## src/aoc_cfg.svh

```systemverilog
// aoc_cfg.svh: offsets, field positions, reset values and rate codes for the
// amplifier output configuration register bank.
// assumes: included by its bare name from the package and the design files.
`ifndef AOC_CFG_SVH
`define AOC_CFG_SVH

// -----------------------------------------------------------------------------
// addresses on the control port
// -----------------------------------------------------------------------------
`define AOC_ADDR_OUT_CFG 8'h06
`define AOC_ADDR_RSVD_SLOT 8'h07

// -----------------------------------------------------------------------------
// field positions of the output configuration register
// -----------------------------------------------------------------------------
`define AOC_BIT_BRIDGE 7
`define AOC_RATE_HI 6
`define AOC_RATE_LO 4
`define AOC_GAIN_HI 3
`define AOC_GAIN_LO 2
`define AOC_BIT_CHSEL 1
`define AOC_BIT_RSVD 0

// -----------------------------------------------------------------------------
// reset values
// -----------------------------------------------------------------------------
`define AOC_RST_BRIDGE 1'h0
`define AOC_RST_RATE 3'h5
`define AOC_RST_GAIN 2'h0
`define AOC_RST_CHSEL 1'h0
`define AOC_RST_RSVD 1'h1
`define AOC_RST_WORD 8'h51
`define AOC_RSVD_READ 8'h00

// -----------------------------------------------------------------------------
// switching multiples of the frame clock, single speed
// -----------------------------------------------------------------------------
`define AOC_MULT_0 5'h06
`define AOC_MULT_1 5'h08
`define AOC_MULT_2 5'h0a
`define AOC_MULT_3 5'h0c
`define AOC_MULT_4 5'h0e
`define AOC_MULT_5 5'h10
`define AOC_MULT_6 5'h14
`define AOC_MULT_7 5'h18

// gain step codes
`define AOC_GAIN_19P2 2'h0
`define AOC_GAIN_22P6 2'h1
`define AOC_GAIN_25P0 2'h2
`define AOC_GAIN_RSVD 2'h3

`endif

```

## src/aoc_pkg.sv

```systemverilog
// aoc_pkg.sv: types shared by the output configuration register bank.
// assumes: aoc_cfg.svh is on the include path.
`include "aoc_cfg.svh"

package aoc_pkg;

  // ---------------------------------------------------------------------------
  // register layout and decoded view
  // ---------------------------------------------------------------------------
  typedef struct packed {
    logic       bridge_sel;   // 1 = parallel bridge
    logic [2:0] rate_code;
    logic [1:0] gain_code;
    logic       chan_sel;     // 1 = left
    logic       rsvd;
  } aoc_cfg_s;

  typedef struct packed {
    logic       parallel_bridge_mode;
    logic       bridge_tied_mode;
    logic [4:0] switch_multiple;
    logic       switch_half_step;
    logic [1:0] gain_step_code;
    logic       gain_code_reserved;
    logic       mono_source_channel_select;
    logic       feed_left;
  } aoc_amp_ctl_s;

  typedef enum logic [1:0] {
    AOC_SPEED_SINGLE = 2'b01,
    AOC_SPEED_DOUBLE = 2'b10
  } aoc_speed_e;

endpackage : aoc_pkg

```

## src/aoc_output_config.sv

```systemverilog
// aoc_output_config.sv: output configuration register of a class-d amplifier
// and the decoded controls it drives into the output stage.
// assumes: the control port delivers single-cycle read and write strobes in
// the sys_clk domain; double_speed comes from the clock detector, synchronous.
`timescale 1ns/10ps
`include "aoc_cfg.svh"

module aoc_output_config
  import aoc_pkg::*;
(
  // clock and reset
  input wire logic sys_clk,
  input wire logic rst,
  // control port register access
  input wire logic [7:0] bus_addr,
  input wire logic bus_wr,
  input wire logic bus_rd,
  input wire logic [7:0] bus_wdata,
  output logic [7:0] bus_rdata,
  output logic bus_rvalid,
  output logic rsvd_slot_hit,
  // sampling rate status
  input wire logic double_speed,
  // controls to the output stage
  output aoc_amp_ctl_s amp_ctl
);

  // ---------------------------------------------------------------------------
  // state
  // ---------------------------------------------------------------------------
  aoc_cfg_s cfg_reg, cfg_next;
  logic [7:0] rdata_reg, rdata_next;
  logic rvalid_reg, rvalid_next;
  logic rsvd_hit_reg, rsvd_hit_next;
  aoc_amp_ctl_s ctl_reg, ctl_next;
  aoc_speed_e speed;
  logic [4:0] mult;
  logic half;
  logic hit_cfg, hit_rsvd;

  // address decode
  always_comb begin
    hit_cfg = 1'b0;
    hit_rsvd = 1'b0;
    if (bus_addr == `AOC_ADDR_OUT_CFG) begin
      hit_cfg = 1'b1;
    end else if (bus_addr == `AOC_ADDR_RSVD_SLOT) begin
      hit_rsvd = 1'b1;
    end
  end

  // ---------------------------------------------------------------------------
  // configuration register
  // ---------------------------------------------------------------------------
  // every field is stored as written, the reserved gain code included: the
  // host is trusted to avoid it and we only flag it downstream
  always_comb begin
    cfg_next = cfg_reg;
    if (bus_wr && hit_cfg) begin
      cfg_next = aoc_cfg_s'(bus_wdata);
    end
  end

  always_ff @(posedge sys_clk) begin
    if (rst) begin
      cfg_reg <= aoc_cfg_s'(`AOC_RST_WORD);
    end else begin
      cfg_reg <= cfg_next;
    end
  end

  // ---------------------------------------------------------------------------
  // read path
  // ---------------------------------------------------------------------------
  // a read in the same cycle as a write sees the old contents; the reserved
  // slot and unmapped addresses read as zero and writes to them are dropped
  always_comb begin
    rvalid_next = bus_rd;
    rsvd_hit_next = (bus_rd || bus_wr) && hit_rsvd;
    rdata_next = rdata_reg;
    if (bus_rd) begin
      if (hit_cfg) begin
        rdata_next = cfg_reg;
      end else begin
        rdata_next = `AOC_RSVD_READ;
      end
    end
  end

  always_ff @(posedge sys_clk) begin
    if (rst) begin
      rdata_reg <= 8'h00;
      rvalid_reg <= 1'b0;
      rsvd_hit_reg <= 1'b0;
    end else begin
      rdata_reg <= rdata_next;
      rvalid_reg <= rvalid_next;
      rsvd_hit_reg <= rsvd_hit_next;
    end
  end

  assign bus_rdata = rdata_reg;
  assign bus_rvalid = rvalid_reg;
  assign rsvd_slot_hit = rsvd_hit_reg;

  // ---------------------------------------------------------------------------
  // output stage controls
  // ---------------------------------------------------------------------------
  assign speed = double_speed ? AOC_SPEED_DOUBLE : AOC_SPEED_SINGLE;

  aoc_rate_decode u_rate (
    .rate_code(cfg_reg.rate_code),
    .speed(speed),
    .multiple(mult),
    .half_step(half)
  );

  // controls lag the register by one cycle so they leave flip-flops
  always_comb begin
    ctl_next.parallel_bridge_mode = cfg_reg.bridge_sel;
    ctl_next.bridge_tied_mode = ~cfg_reg.bridge_sel;
    ctl_next.switch_multiple = mult;
    ctl_next.switch_half_step = half;
    ctl_next.gain_step_code = cfg_reg.gain_code;
    ctl_next.gain_code_reserved = (cfg_reg.gain_code == `AOC_GAIN_RSVD);
    ctl_next.mono_source_channel_select = cfg_reg.chan_sel;
    // the channel choice only steers the stage in parallel bridge; in stereo
    // both channels run, so the feed is parked on the right channel
    ctl_next.feed_left = cfg_reg.bridge_sel & cfg_reg.chan_sel;
  end

  always_ff @(posedge sys_clk) begin
    if (rst) begin
      ctl_reg <= '0;
      ctl_reg.bridge_tied_mode <= 1'b1;
      ctl_reg.switch_multiple <= `AOC_MULT_5;
    end else begin
      ctl_reg <= ctl_next;
    end
  end

  assign amp_ctl = ctl_reg;

  // ---------------------------------------------------------------------------
  // assertions
  // ---------------------------------------------------------------------------
  a_bridge_mode_follows: assert property (@(posedge sys_clk) disable iff (rst)
    bus_wr && hit_cfg ##2 1'b1 |->
      amp_ctl.parallel_bridge_mode == $past(bus_wdata[`AOC_BIT_BRIDGE], 2)
      && amp_ctl.bridge_tied_mode != amp_ctl.parallel_bridge_mode)
    else $error("bridge mode does not follow bit 7");

  a_rate_single_speed: assert property (@(posedge sys_clk) disable iff (rst)
    bus_wr && hit_cfg && bus_wdata[6:4] == 3'h6 ##1 !double_speed ##1
      !$past(bus_wr) |-> amp_ctl.switch_multiple == 5'h14)
    else $error("code 110 does not give twenty times");

  a_rate_double_speed: assert property (@(posedge sys_clk) disable iff (rst)
    double_speed && cfg_reg.rate_code == 3'h7 |=> amp_ctl.switch_multiple == 5'h0c)
    else $error("double speed does not halve the rate");

  a_gain_step_map: assert property (@(posedge sys_clk) disable iff (rst)
    bus_wr && hit_cfg && bus_wdata[3:2] == 2'h1 ##1 !bus_wr [*1] |=>
      amp_ctl.gain_step_code == 2'h1 && !amp_ctl.gain_code_reserved)
    else $error("gain step 22.6 dBV not applied");

  a_gain_reset_low: assert property (@(posedge sys_clk)
    rst |=> cfg_reg.gain_code == 2'h0 ##1 rst || amp_ctl.gain_step_code == 2'h0)
    else $error("gain not at lowest step after reset");

  a_chan_sel_feed: assert property (@(posedge sys_clk) disable iff (rst)
    !cfg_reg.bridge_sel |=> !amp_ctl.feed_left)
    else $error("channel select leaks into stereo operation");

  a_reserved_bit_reset: assert property (@(posedge sys_clk)
    rst |=> cfg_reg.rsvd == 1'b1 && cfg_reg.rate_code == 3'h5 && !cfg_reg.bridge_sel)
    else $error("reset word wrong");

  a_readback_last_write: assert property (@(posedge sys_clk) disable iff (rst)
    bus_wr && hit_cfg ##1 bus_rd && hit_cfg && !bus_wr |=>
      bus_rvalid && bus_rdata == $past(bus_wdata, 2))
    else $error("read does not return last write");

  a_reserved_slot_zero: assert property (@(posedge sys_clk) disable iff (rst)
    bus_rd && hit_rsvd |=> bus_rdata == 8'h00 && rsvd_slot_hit)
    else $error("reserved slot read not zero or not flagged");

  // the reserved gain code and the reserved slot are host duties, so the
  // design only flags them; the checks below watch what it drives instead
  a_feed_left_parallel: assert property (@(posedge sys_clk) disable iff (rst)
    cfg_reg.bridge_sel && cfg_reg.chan_sel |=> amp_ctl.feed_left)
    else $error("left channel not fed in parallel bridge");

  a_gain_code_copy: assert property (@(posedge sys_clk) disable iff (rst)
    1'b1 |=> amp_ctl.gain_step_code == $past(cfg_reg.gain_code))
    else $error("gain step does not follow the register");

  a_rvalid_single_pulse: assert property (@(posedge sys_clk) disable iff (rst)
    !bus_rd |=> !bus_rvalid)
    else $error("read valid without a read strobe");

  a_rate_reset_default: assert property (@(posedge sys_clk)
    rst ##1 !rst && !double_speed |=> amp_ctl.switch_multiple == 5'h10
      && amp_ctl.bridge_tied_mode)
    else $error("rate or topology not at default after reset");

  c_parallel_left: cover property (@(posedge sys_clk) disable iff (rst)
    amp_ctl.parallel_bridge_mode && amp_ctl.feed_left);
  c_double_speed: cover property (@(posedge sys_clk) disable iff (rst)
    double_speed && amp_ctl.switch_multiple == 5'h08);
  c_write_then_read: cover property (@(posedge sys_clk) disable iff (rst)
    bus_wr && hit_cfg ##1 bus_rd && hit_cfg);
  c_gain_top_step: cover property (@(posedge sys_clk) disable iff (rst)
    amp_ctl.gain_step_code == `AOC_GAIN_25P0);

endmodule : aoc_output_config

```

## src/aoc_rate_decode.sv

```systemverilog
// aoc_rate_decode.sv: maps the switching-rate code to a multiple of the frame
// clock, halved in double-speed mode.
// assumes: purely combinational; the caller registers the result.
`timescale 1ns/10ps
`include "aoc_cfg.svh"

module aoc_rate_decode
  import aoc_pkg::*;
(
  // rate selection
  input wire logic [2:0] rate_code,
  input wire aoc_speed_e speed,
  // decoded multiple, in whole steps plus a half-step flag
  output logic [4:0] multiple,
  output logic half_step
);

  // ---------------------------------------------------------------------------
  // code to single-speed multiple
  // ---------------------------------------------------------------------------
  function automatic logic [4:0] aoc_rate_mult(input logic [2:0] code);
    case (code)
      3'h0: aoc_rate_mult = `AOC_MULT_0;
      3'h1: aoc_rate_mult = `AOC_MULT_1;
      3'h2: aoc_rate_mult = `AOC_MULT_2;
      3'h3: aoc_rate_mult = `AOC_MULT_3;
      3'h4: aoc_rate_mult = `AOC_MULT_4;
      3'h5: aoc_rate_mult = `AOC_MULT_5;
      3'h6: aoc_rate_mult = `AOC_MULT_6;
      default: aoc_rate_mult = `AOC_MULT_7;
    endcase
  endfunction : aoc_rate_mult

  // double speed switches at half the frequency; every multiple is even so
  // the half step never sets today, but it is kept for honesty
  always_comb begin
    logic [4:0] full;
    full = aoc_rate_mult(rate_code);
    if (speed == AOC_SPEED_DOUBLE) begin
      multiple = {1'b0, full[4:1]};
      half_step = full[0];
    end else begin
      multiple = full;
      half_step = 1'b0;
    end
  end

endmodule : aoc_rate_decode

```

## config.mk

```make
export PLATFORM = sky130hd
export DESIGN_NAME = aoc_output_config
export DESIGN_NICKNAME = d
export VERILOG_FILES = /design/src/aoc_pkg.sv /design/src/aoc_output_config.sv /design/src/aoc_rate_decode.sv
export VERILOG_INCLUDE_DIRS = /design/src
export SDC_FILE = /design/constraint.sdc
export NUM_CORES = 1
export LEC_CHECK = 0
export ABC_AREA = 1
export ABC_CLOCK_PERIOD_IN_PS = 900
export BUFFER_PORTS_ARGS = -buffer_cell sky130_fd_sc_hd__buf_4
export CAP_MARGIN = 20
export CORE_MARGIN = 3
export CORE_UTILIZATION = 30
export CTS_BUF_LIST = sky130_fd_sc_hd__clkbuf_8
export DETAILED_ROUTE_END_ITERATION = 6
export SKIP_LAST_GASP = 1
export SLEW_MARGIN = 20
export SYNTH_ARGS = -nofsm -noshare
export SYNTH_HDL_FRONTEND = slang
export SYNTH_HIERARCHICAL = 1
export SYNTH_SLANG_ARGS = --single-unit
```

## constraint.sdc

```tcl
create_clock -name sys_clk -period 0.9 [get_ports sys_clk]
set_input_delay 0.09 -clock sys_clk [delete_from_list [all_inputs] [get_ports sys_clk]]
set_output_delay 0.09 -clock sys_clk [all_outputs]
set_load 0.05 [all_outputs]
```

* After elaboration in Yosys (flattened, before gate mapping)
Index checks and enable logic that the tools add are counted.
Word-level totals: register bits 31, bits in latches 0, RAM bits 0, memory bits (read-only) 0, input bits 21, output and inout port bits 23, logic and storage cells 41, memories kept 0
Operators by class: $add $sub $neg 0, multipliers 0, divide/modulo/power cells 0, magnitude comparators 0, eq/ne operators 10, shift-type cells 0, mux-type cells 7, bitwise logic cells 3, reductions and logical operators 5
Operators with widths (count):
- $pmux 5 s7 | 1
- $eq 8x3->1 const B | 2
- $eq 3x3->1 const B | 3
- $mux 8 | 1
- $eq 3x2->1 const B | 2
- $mux 5 | 1
- $eq 2x2->1 const B | 2
- $eq 3x1->1 const B | 1
- $logic_not 3->1 | 1
- $mux 1 | 3
- $logic_and 1x1->1 | 2
- $mux 2 | 1
- $not 1->1 | 2
- $reduce_or 2->1 | 1
- $and 1x1->1 | 1
- $logic_or 1x1->1 | 1

* Longest topological paths before layout
Gate-level depths: netlist of run 1.
depth after elaboration 4, gate-level depth with buffers 8, mapped depth without buffers 8

* Modules after synthesis
Netlist of run 1, hierarchy kept.
By module, submodules not included:
- aoc_output_config | times used 1, cells an instance 146, area an instance 1169.9 um^2, sequential area each 620.6 um^2
- aoc_rate_decode | times used 1, cells an instance 27, area an instance 122.6 um^2, sequential area each 0.0 um^2

* Least setup slack after synthesis of run 1
OpenSTA, ideal clock, no wires.
path type flip-flop to flip-flop, start reg cfg_reg[5] (netlist name), end reg ctl_reg (netlist bit amp_ctl[7]), setup time 128 ps, data arrival time 826 ps, required time 772 ps, path slack -54 ps, cell stages (with the launch flop) 8, buffers on the path 0, period minus slack after synthesis 954 ps, cell sequence dfxtp_1 inv_1 o21ai_1 nand2_1 nand2_1 o21ai_0 inv_1 nor2_1
RTL lines:
- from (decl) | RTL line aoc_output_config.sv:31 | aoc_cfg_s cfg_reg, cfg_next;
- from (signal assigned) | RTL line aoc_output_config.sv:66 | cfg_reg <= aoc_cfg_s'(`AOC_RST_WORD);
- from (signal assigned) | RTL line aoc_output_config.sv:68 | cfg_reg <= cfg_next;
- to (signal assigned) | RTL line aoc_output_config.sv:138 | ctl_reg <= ctl_next;
- to (decl) | RTL line aoc_output_config.sv:35 | aoc_amp_ctl_s ctl_reg, ctl_next;

==> impl_metrics.toml, run 1 <==
[grt]
grt_pass1_wl_microns = 4660
grt_usage_pct = 12.0
grt_pass1_vias = 1083
antenna_found_initial = 0
grt_max_degree = 19
grt-ovfl-total = 0

[floorplanning]
initial_utilization_pct = 31.6
io_pins = 44
fp.dieW_microns = 71.6
rows = 23
die_h_microns = 71.6
die_area_sq_um = 5130
core_area_sq_um = 4090

[clock_network]
cts_root_buf = "clkbuf_8"
clk_path_buf_depth = 2
path_clk_slew_ps = 60
clock_sinks = 31
cts_tree = "done"
cts_buffers = 5
clk-insertion-delay-late_ps = 290
cts-htree-levels = 2

[routing]
drt_wl_total_microns = 2830
wire_per_inst_microns = 10.2
dr.pass1.iters = 4
drc = 0
viasPerCell = 4.18
dr_total_vias = 1153
drt.antenna.violating_nets = 0
drt_iter0_markers = 43

[yosys]
yosysSeqAreaShare_pct = 48.0
synth_area_leaders = "dfxtp_1 (48%), inv_1 (9.6%), nand2_1 (7.8%)"
async_flop_share_pct = 0
post_synth_instance_area_sq_um = 1290
post-synth-top-count-cell = "inv_1"
ys_ff_latch = 31
syn_area_per_cell_sq_um = 7.47
yosysTopAreaCellShare_pct = 48.0
synth_commonest_cells = "inv_1 (33), dfxtp_1 (31), nand2_1 (27)"
synth_top_cell_by_area = "dfxtp_1"
synth.distinct_cells = 21
syn_nets = 194
synth_edf_count = 0
synth_top_flop_cell = "dfxtp_1"
synthCells = 173
yosysWarnings = 6

[finish]
layout-drive-gt1-share_pct = 43.8
fill_cells = 414
n_antenna_cell = 0
seq_area_sq_um = 644
finalNetCount = 246
area_growth_pct = 49.6
fin_util_pct = 47.3
final_design_area_no_fill_sq_um = 1930
largest_register_ffs = 13
multiInputGateArea_sq_um = 515

[timing]
slew_viol_final = 0
clock_skew_ps = 3.39
finalHoldViolCount = 0
finalCriticalPeriod_ps = 936
finalCritPeriodShare_pct = 104
rsz0062_at_grt = "yes"
max_freq_ghz = 1.07
finalSetupViolCount = 5
layout_setup_ws_ps = -35.5

[hold_path]
hp-class = "in2reg"

[power_and_ir_drop]
p_leak_nw = 0.906
ir_worst_vdd_uv = 765
power.density_nw_per_um2 = 1550

[placed_design]
place_congestion = 0.734
portBuffers = 43
place_area_sq_um = 1720
dp_hpwl_microns = 2010

[critical_path]
crit_path_start_kind = "flip-flop"
required_ps = 1130
crit_fanout = 5
criticalPathCategory = "reg2reg"
worstPathArrival_ps = 1170
end_kind = "flip-flop"

[status]
status = "complete, but fails checks"
violations = "setup timing"

[run]
drv_cap = 0
[area by class of cell]
type	instances	area share, %
Clock buffer	7	4.98
Clock inverter	1	0.388
Inverter	34	6.60
Multi-Input combinational cell	101	26.7
Sequential cell	31	33.3
Tap cell	50	3.24
Timing Repair Buffer	52	24.8
[metrics by stage]
stage	setup TNS, ps	std cells	power [mW]	hold WS, ps	setup WS, ps
after floorplan	-31.1	173	1.65	173	-21.6
after global placement	-777	266	1.79	313	-71.0
after detailed placement	-1040	266	1.79	318	-82.1
after CTS	-28.6	275	3.03	10.6	-17.0
after global routing	-456	276	3.10	33.5	-119
final	-80.2	276	2.99	16.2	-35.5
[path summary, 6_finish.rpt]
check | endpoint | cells past startpoint | start | slack (ps)
setup reg to reg | amp_ctl[8]$_SDFF_PP0_ | 7 | cfg_reg[5]$_SDFFE_PP0P_ | -40
hold reg to reg | bus_rdata[0]$_SDFFE_PP0P_ | 2 | cfg_reg[0]$_SDFFE_PP1P_ | 450
setup / recovery | amp_ctl[8]$_SDFF_PP0_ | 7 | cfg_reg[5]$_SDFFE_PP0P_ | -40
hold / removal | bus_rvalid$_SDFF_PP0_ | 2 | rst | 20
[cell usage in the layout (no fill, tap or decap)]
master | synthesis | final
buf_4 | 2 | 33
nor2_1 | 21 | 21
clkbuf_8 | 0 | 7
conb_1 | 1 | 1
inv_2 | 1 | 4
nand2_2 | 8 | 8
inv_1 | 33 | 30
buf_6 | 0 | 17
dfxtp_2 | 0 | 10
nand3_1 | 15 | 15
nor3_1 | 2 | 2
clkinvlp_4 | 0 | 1
nor2_4 | 2 | 2
dfxtp_4 | 0 | 3
nor2_2 | 2 | 2
o21ai_0 | 10 | 9
dfxtp_1 | 31 | 18
a21oi_2 | 7 | 7
nand2_1 | 27 | 27
a21oi_1 | 1 | 1
o21ai_1 | 3 | 2
buf_12 | 0 | 2
o21ai_4 | 0 | 1
or2_4 | 0 | 1
o21ai_2 | 0 | 1
or2_0 | 1 | 1
[per-layer routing]
layer	up-vias	track usage [%]	wire, microns
li1	620	-	-
met1	505	12.7	1180
met2	21	20.4	1410
met3	7	4.07	156
met4	0	7.52	76
met5	-	0	0
[report_power, final]
part           switching, mW  internal [mW]  total, mW
Sequential            0.0146           1.39       1.41
Combinational          0.206          0.151      0.357
Clock                  0.530          0.695       1.22
[repair_timing]
| action | CTS | global route |
|---|---|---|
| hold endpoints to repair | 0 | 0 |
| buffers inserted | 1 | 1 |
| setup endpoints to repair | 10 | 16 |
| resized for setup | 13 | 19 |
| pin swaps | 6 | 5 |
| hold buffers | 0 | 0 |
[worst max-delay path: stages (launching register included)]
cell     delay [ps]
dfxtp_4         370
o21ai_4         160
nand2_1          60
nand2_1          70
nand2_1          50
nand2_1          50
inv_1            40
nor2_1           80
[cell families after synthesis]
group                  share of synthesized area, %
AND/OR/NAND/NOR                                28.1
AO/OA/AOI/OAI                                  10.2
buffers and inverters                          13.5
flip-flops                                     48.0
other                                         0.290
Note: power is estimated with default switching activity, not from simulation.
==> run 2: changes to the inputs <==
- ABC_CLOCK_PERIOD_IN_PS: 900 -> 1000
- clock period: 0.9 -> 1 ns (I/O delays scaled with it)
==> run 2 against run 1 <==
Against the previous run:
- the flow now finishes without violations
- cell area decreased by 6.0%
- cell count down 1.4%
- critical endpoint is now amp_ctl[9]$_SDFF_PP0_
- maximum frequency is 1.5% lower
- clock-buffer cell count decreased by 1
- core utilization is 2.8 points lower
- largest power group unchanged
- flip-flop and latch count unchanged
- register-to-register slack gained 90 ps
- non-clock buffer count fell by 3
- first-iteration DRC count is 21% higher
- highest routed layer unchanged
- die area did not move
- sequential share of layout area up 1.3 points
- total power shrank 15%
==> impl_metrics.toml, run 2 (synthesis results as in run 1) <==
[critical_path]
criticalPathCategory = "reg2reg"
end_kind = "flip-flop"
crit_fanout = 5
required_ps = 1220
cp_slowest_cell = "dfxtp_4"
path_buf_inv = 1
crit_path_start_kind = "flip-flop"
crit_family = "flip-flops"
crit_chain = "o21ai_4, nand2_1, nand2_2, nand2_2, nand2_1, inv_1, nor2_2"
cpPeakStageDelay_ps = 360
worstPathArrival_ps = 1170

[clock_network]
path_clk_slew_ps = 60
cts-htree-levels = 2
cts_buffers = 5
clk-insertion-delay-late_ps = 280
clock_sinks = 31
clk_path_buf_depth = 2
cts_root_buf = "clkbuf_8"
hold_buffers = 0
cts_tree = "done"

[placed_design]
place_congestion = 0.801
portBuffers = 43
place_inst = 265
place_area_sq_um = 1700
dp_hpwl_microns = 1940
place_ws_ps = -7.71

[timing]
rsz0062_at_grt = "yes"
max_freq_ghz = 1.05
clock_skew_ps = 4.37
finalCriticalPeriod_ps = 950
finalCritPeriodShare_pct = 95.0
slew_viol_final = 0
finalHoldViolCount = 0
hold_slack_ps = 39.8
layout_setup_ws_ps = 49.8
finalSetupViolCount = 0

[routing]
drc = 0
drt.antenna.violating_nets = 0
wire_per_inst_microns = 10.0
viasPerCell = 4.11
drt_wl_total_microns = 2720
dr_total_vias = 1118
dr.pass1.iters = 4
drt_iter0_markers = 52

[finish]
layout_common_cells = "buf_4 (47), inv_1 (32), dfxtp_1 (28)"
layout-drive-gt1-share_pct = 38.3
final_common_cell = "buf_4"
finalNetCount = 243
final_design_area_no_fill_sq_um = 1820
largest_register_ffs = 13
n_antenna_cell = 0
finalNonFillerCells = 272
area_growth_pct = 40.6

[status]
status = "finished clean"

[floorplanning]
die_h_microns = 71.6
initial_utilization_pct = 31.6
io_pins = 44
rows = 23
core_area_sq_um = 4090
die_area_sq_um = 5130
fp.dieW_microns = 71.6

[power_and_ir_drop]
power_mw = 2.54
pwr-share-seq_pct = 49.7
power.density_nw_per_um2 = 1400
p_leak_nw = 0.869
clkPwrFrac_pct = 38.2
p_sw_uw = 628
power.internal_mw = 1.92
ir_worst_vdd_uv = 841
p_comb_share_pct = 12.1
swShare_pct = 24.7

[hold_path]
hp-class = "in2reg"

[grt]
grt_pass1_wl_microns = 4510
grt_usage_pct = 11.5
grt_max_degree = 19
grt-ovfl-total = 0
grt_pass1_vias = 1031
antenna_found_initial = 0

[run]
drv_cap = 0
[run 2: cell type report]
type | instances | area, sq um
inverters | 34 | 128
fillers | 441 | 2270
multi-input cells | 101 | 517
repair buffers | 49 | 393
well taps | 50 | 62.6
flip-flops and latches | 31 | 629
clock inverters | 1 | 5.00
clock buffers | 6 | 82.6
[run 2: routing by layer]
layer / part of all wire, % / vias up / global-route usage [%]
met5: 0 / - / 0
met4: 1.2 / 0 / 5.64
met3: 6.7 / 5 / 4.21
met2: 49 / 26 / 19.0
met1: 43 / 472 / 13.1
li1: - / 615 / -
[run 2: through the flow]
stage	setup TNS (ps)	util (%)
floorplan	0	-
global placement	0	41.6
detailed placement	-7.71	41.6
CTS	0	43.8
global route	-102	44.5
finish	0	44.5
[run 2: path summary, 6_finish.rpt]
path | start | slack (ps) | cells after the start | endpoint
max | cfg_reg[5]$_SDFFE_PP0P_ | 50 | 7 | amp_ctl[9]$_SDFF_PP0_
min | rst | 40 | 2 | amp_ctl[3]$_SDFF_PP0_
max reg2reg | cfg_reg[5]$_SDFFE_PP0P_ | 50 | 7 | amp_ctl[9]$_SDFF_PP0_
min reg2reg | cfg_reg[0]$_SDFFE_PP1P_ | 450 | 2 | cfg_reg[0]$_SDFFE_PP1P_
[run 2: power groups by stage]
stage / Sequential (mW) / Combinational (mW) / Clock (mW)
after floorplan: 1.38 / 0.0999 / 0
after global placement: 1.30 / 0.306 / 0
after detailed placement: 1.30 / 0.308 / 0
after CTS: 1.27 / 0.309 / 1.02
after global routing: 1.27 / 0.333 / 1.07
final: 1.26 / 0.307 / 0.972
[run 2: what timing repair did]
action	CTS	global route
setup buffers	0	0
gates resized for setup	2	10
cloned	0	0
setup endpoints to repair	2	5
pin swaps	0	5
==> run 3: changes to the inputs <==
- CORE_UTILIZATION: 30 -> 51
- PLACE_DENSITY: default -> 0.93
==> run 3 against run 2 <==
Against the previous run:
- routed wire length is 2.7% higher
- maximum frequency is 4.3% lower
- critical path depth stayed put
- sequential share of layout area is 0.78 points higher
- hold slack better by 12 ps
- die area is 38% lower
- clock power is 0.7% lower
- total power is 0.22% lower
- first-iteration DRC count is 54% lower
- cell area is 2.2% lower
- flip-flop and latch count stayed put
- register-to-register slack worse by 40 ps
- critical endpoint unchanged
- highest routed layer unchanged
==> impl_metrics.toml, run 3 (synthesis results as in run 1) <==
[floorplanning]
rows = 17
die_area_sq_um = 3170
core_area_sq_um = 2300
io_pins = 44
die_h_microns = 56.3
fp.dieW_microns = 56.3
initial_utilization_pct = 56.3

[run]
drv_cap = 0

[placed_design]
place_congestion = 0.796
portBuffers = 43
place_inst = 244
dp_hpwl_microns = 2070

[clock_network]
cts_root_buf = "clkbuf_8"
cts-htree-levels = 2
path_clk_slew_ps = 60
clk-insertion-delay-late_ps = 280
cts_tree = "done"
post-cts-setup-buffers = 0
clk_path_buf_depth = 2
clock_sinks = 31
cts_buffers = 5

[critical_path]
end_kind = "flip-flop"
crit_chain = "o21ai_4, nand2_1, nand2_1, nand2_1, nand2_1, inv_1, nor2_1"
crit_fanout = 4
r2r_slack_ps = 7
r2r_start = "cfg_reg[5]$_SDFFE_PP0P_"
criticalPathCategory = "reg2reg"
timing.rr.end = "amp_ctl[9]$_SDFF_PP0_"
setup.worst_path.end = "amp_ctl[9]$_SDFF_PP0_"
cpPeakStageDelay_ps = 360
required_ps = 1210
worstSetupStartpoint = "cfg_reg[5]$_SDFFE_PP0P_"
crit_top_cell = "nand2_1"
worstPathArrival_ps = 1200
cp_slowest_cell = "dfxtp_4"
crit_path_start_kind = "flip-flop"
reg2regPathDepth = 7

[power_and_ir_drop]
ir_worst_vdd_uv = 1180
p_leak_nw = 0.872
power_mw = 2.54
power.density_nw_per_um2 = 1430

[finish]
final_common_cell = "buf_4"
layout-drive-gt1-share_pct = 36.8
n_antenna_cell = 0
largest_register_ffs = 13
finalNonFillerCells = 251
area_growth_pct = 37.5
layout_common_cells = "buf_4 (49), inv_1 (33), dfxtp_1 (28)"
fin_util_pct = 77.3
finalNetCount = 244
fill_cells = 169

[timing]
clock_skew_ps = 3.20
finalCriticalPeriod_ps = 993
finalCritPeriodShare_pct = 99.3
slew_viol_final = 0
max_freq_ghz = 1.01
finalHoldViolCount = 0
finalSetupViolCount = 0
rsz0062_at_grt = "yes"

[status]
status = "finished clean"

[grt]
grt-ovfl-total = 0
grt_max_degree = 19
grt_usage_pct = 18.7
grt_pass1_vias = 1091
grt_pass1_wl_microns = 4550
antenna_found_initial = 0

[routing]
drc = 0
wire_per_inst_microns = 11.1
drt_iter0_markers = 24
drt_wl_total_microns = 2790
dr.pass1.iters = 4
drt.antenna.violating_nets = 0
viasPerCell = 4.67
dr_total_vias = 1171

[hold_path]
hp-class = "in2reg"
-- run 3: routing by layer --
layer	vias up	wire [microns]	part of all wire (%)	global-route usage [%]
li1	616	-	-	-
met5	-	0	0	0
met2	28	1460	52	32.6
met4	0	68	2.4	8.81
met1	520	1120	40	19.0
met3	7	154	5.5	8.05
-- run 3: worst min-delay path by stage --
stage / from / end / slack [ps] / cells past startpoint
6_report: rst / amp_ctl[1]$_SDFF_PP0_ / 50 / 2
2_1_floorplan: rst / amp_ctl[12]$_SDFF_PP0_ / 180 / 1
5_1_grt: rst / amp_ctl[1]$_SDFF_PP0_ / 50 / 2
3_3_place_gp: rst / bus_rvalid$_SDFF_PP0_ / 330 / 2
4_1_cts: rst / amp_ctl[1]$_SDFF_PP0_ / 40 / 2
3_5_place_dp: rst / amp_ctl[1]$_SDFF_PP0_ / 340 / 2
-- run 3: final cells by class --
type,count,area (sq um),area share (%)
Sequential cell,31,629,35.4
Multi-Input combinational cell,101,509,28.7
Timing Repair Buffer,50,388,21.8
Inverter,34,128,7.18
Clock buffer,6,82.6,4.65
Tap cell,28,35.0,1.97
Clock inverter,1,5.00,0.282
-- run 3: repair_timing --
action | CTS | global route
hold buffers | 0 | 0
setup endpoints to repair | 3 | 4
pin swaps | 0 | 5
resized for setup | 3 | 4
-- run 3: report_power, final --
part           total, mW  switching (mW)  internal (mW)
clock network      0.965           0.427          0.538
registers           1.27          0.0112           1.25
logic              0.306           0.188          0.119
-- run 3: stage by stage --
| step | cell area [sq um] | setup TNS [ps] | setup slack (ps) | hold slack [ps] |
|---|---|---|---|---|
| after floorplan | 1290 | 0 | 46.3 | 183 |
| after global placement | 1670 | -50.1 | -12.2 | 335 |
| after detailed placement | 1670 | -385 | -66.4 | 340 |
| after CTS | 1760 | 0 | 4.00 | 43.7 |
| after global routing | 1780 | -156 | -66.9 | 47.4 |
| final | 1780 | 0 | 7.48 | 51.6 |
-- run 3: critical path: cells and delay by family, from the launching register on --
kind,cells,cell delay (ps)
buffers and inverters,1,30
and+or+nand+nor,5,370
DFF,1,360
AOI/OAI and AO/OA,1,160
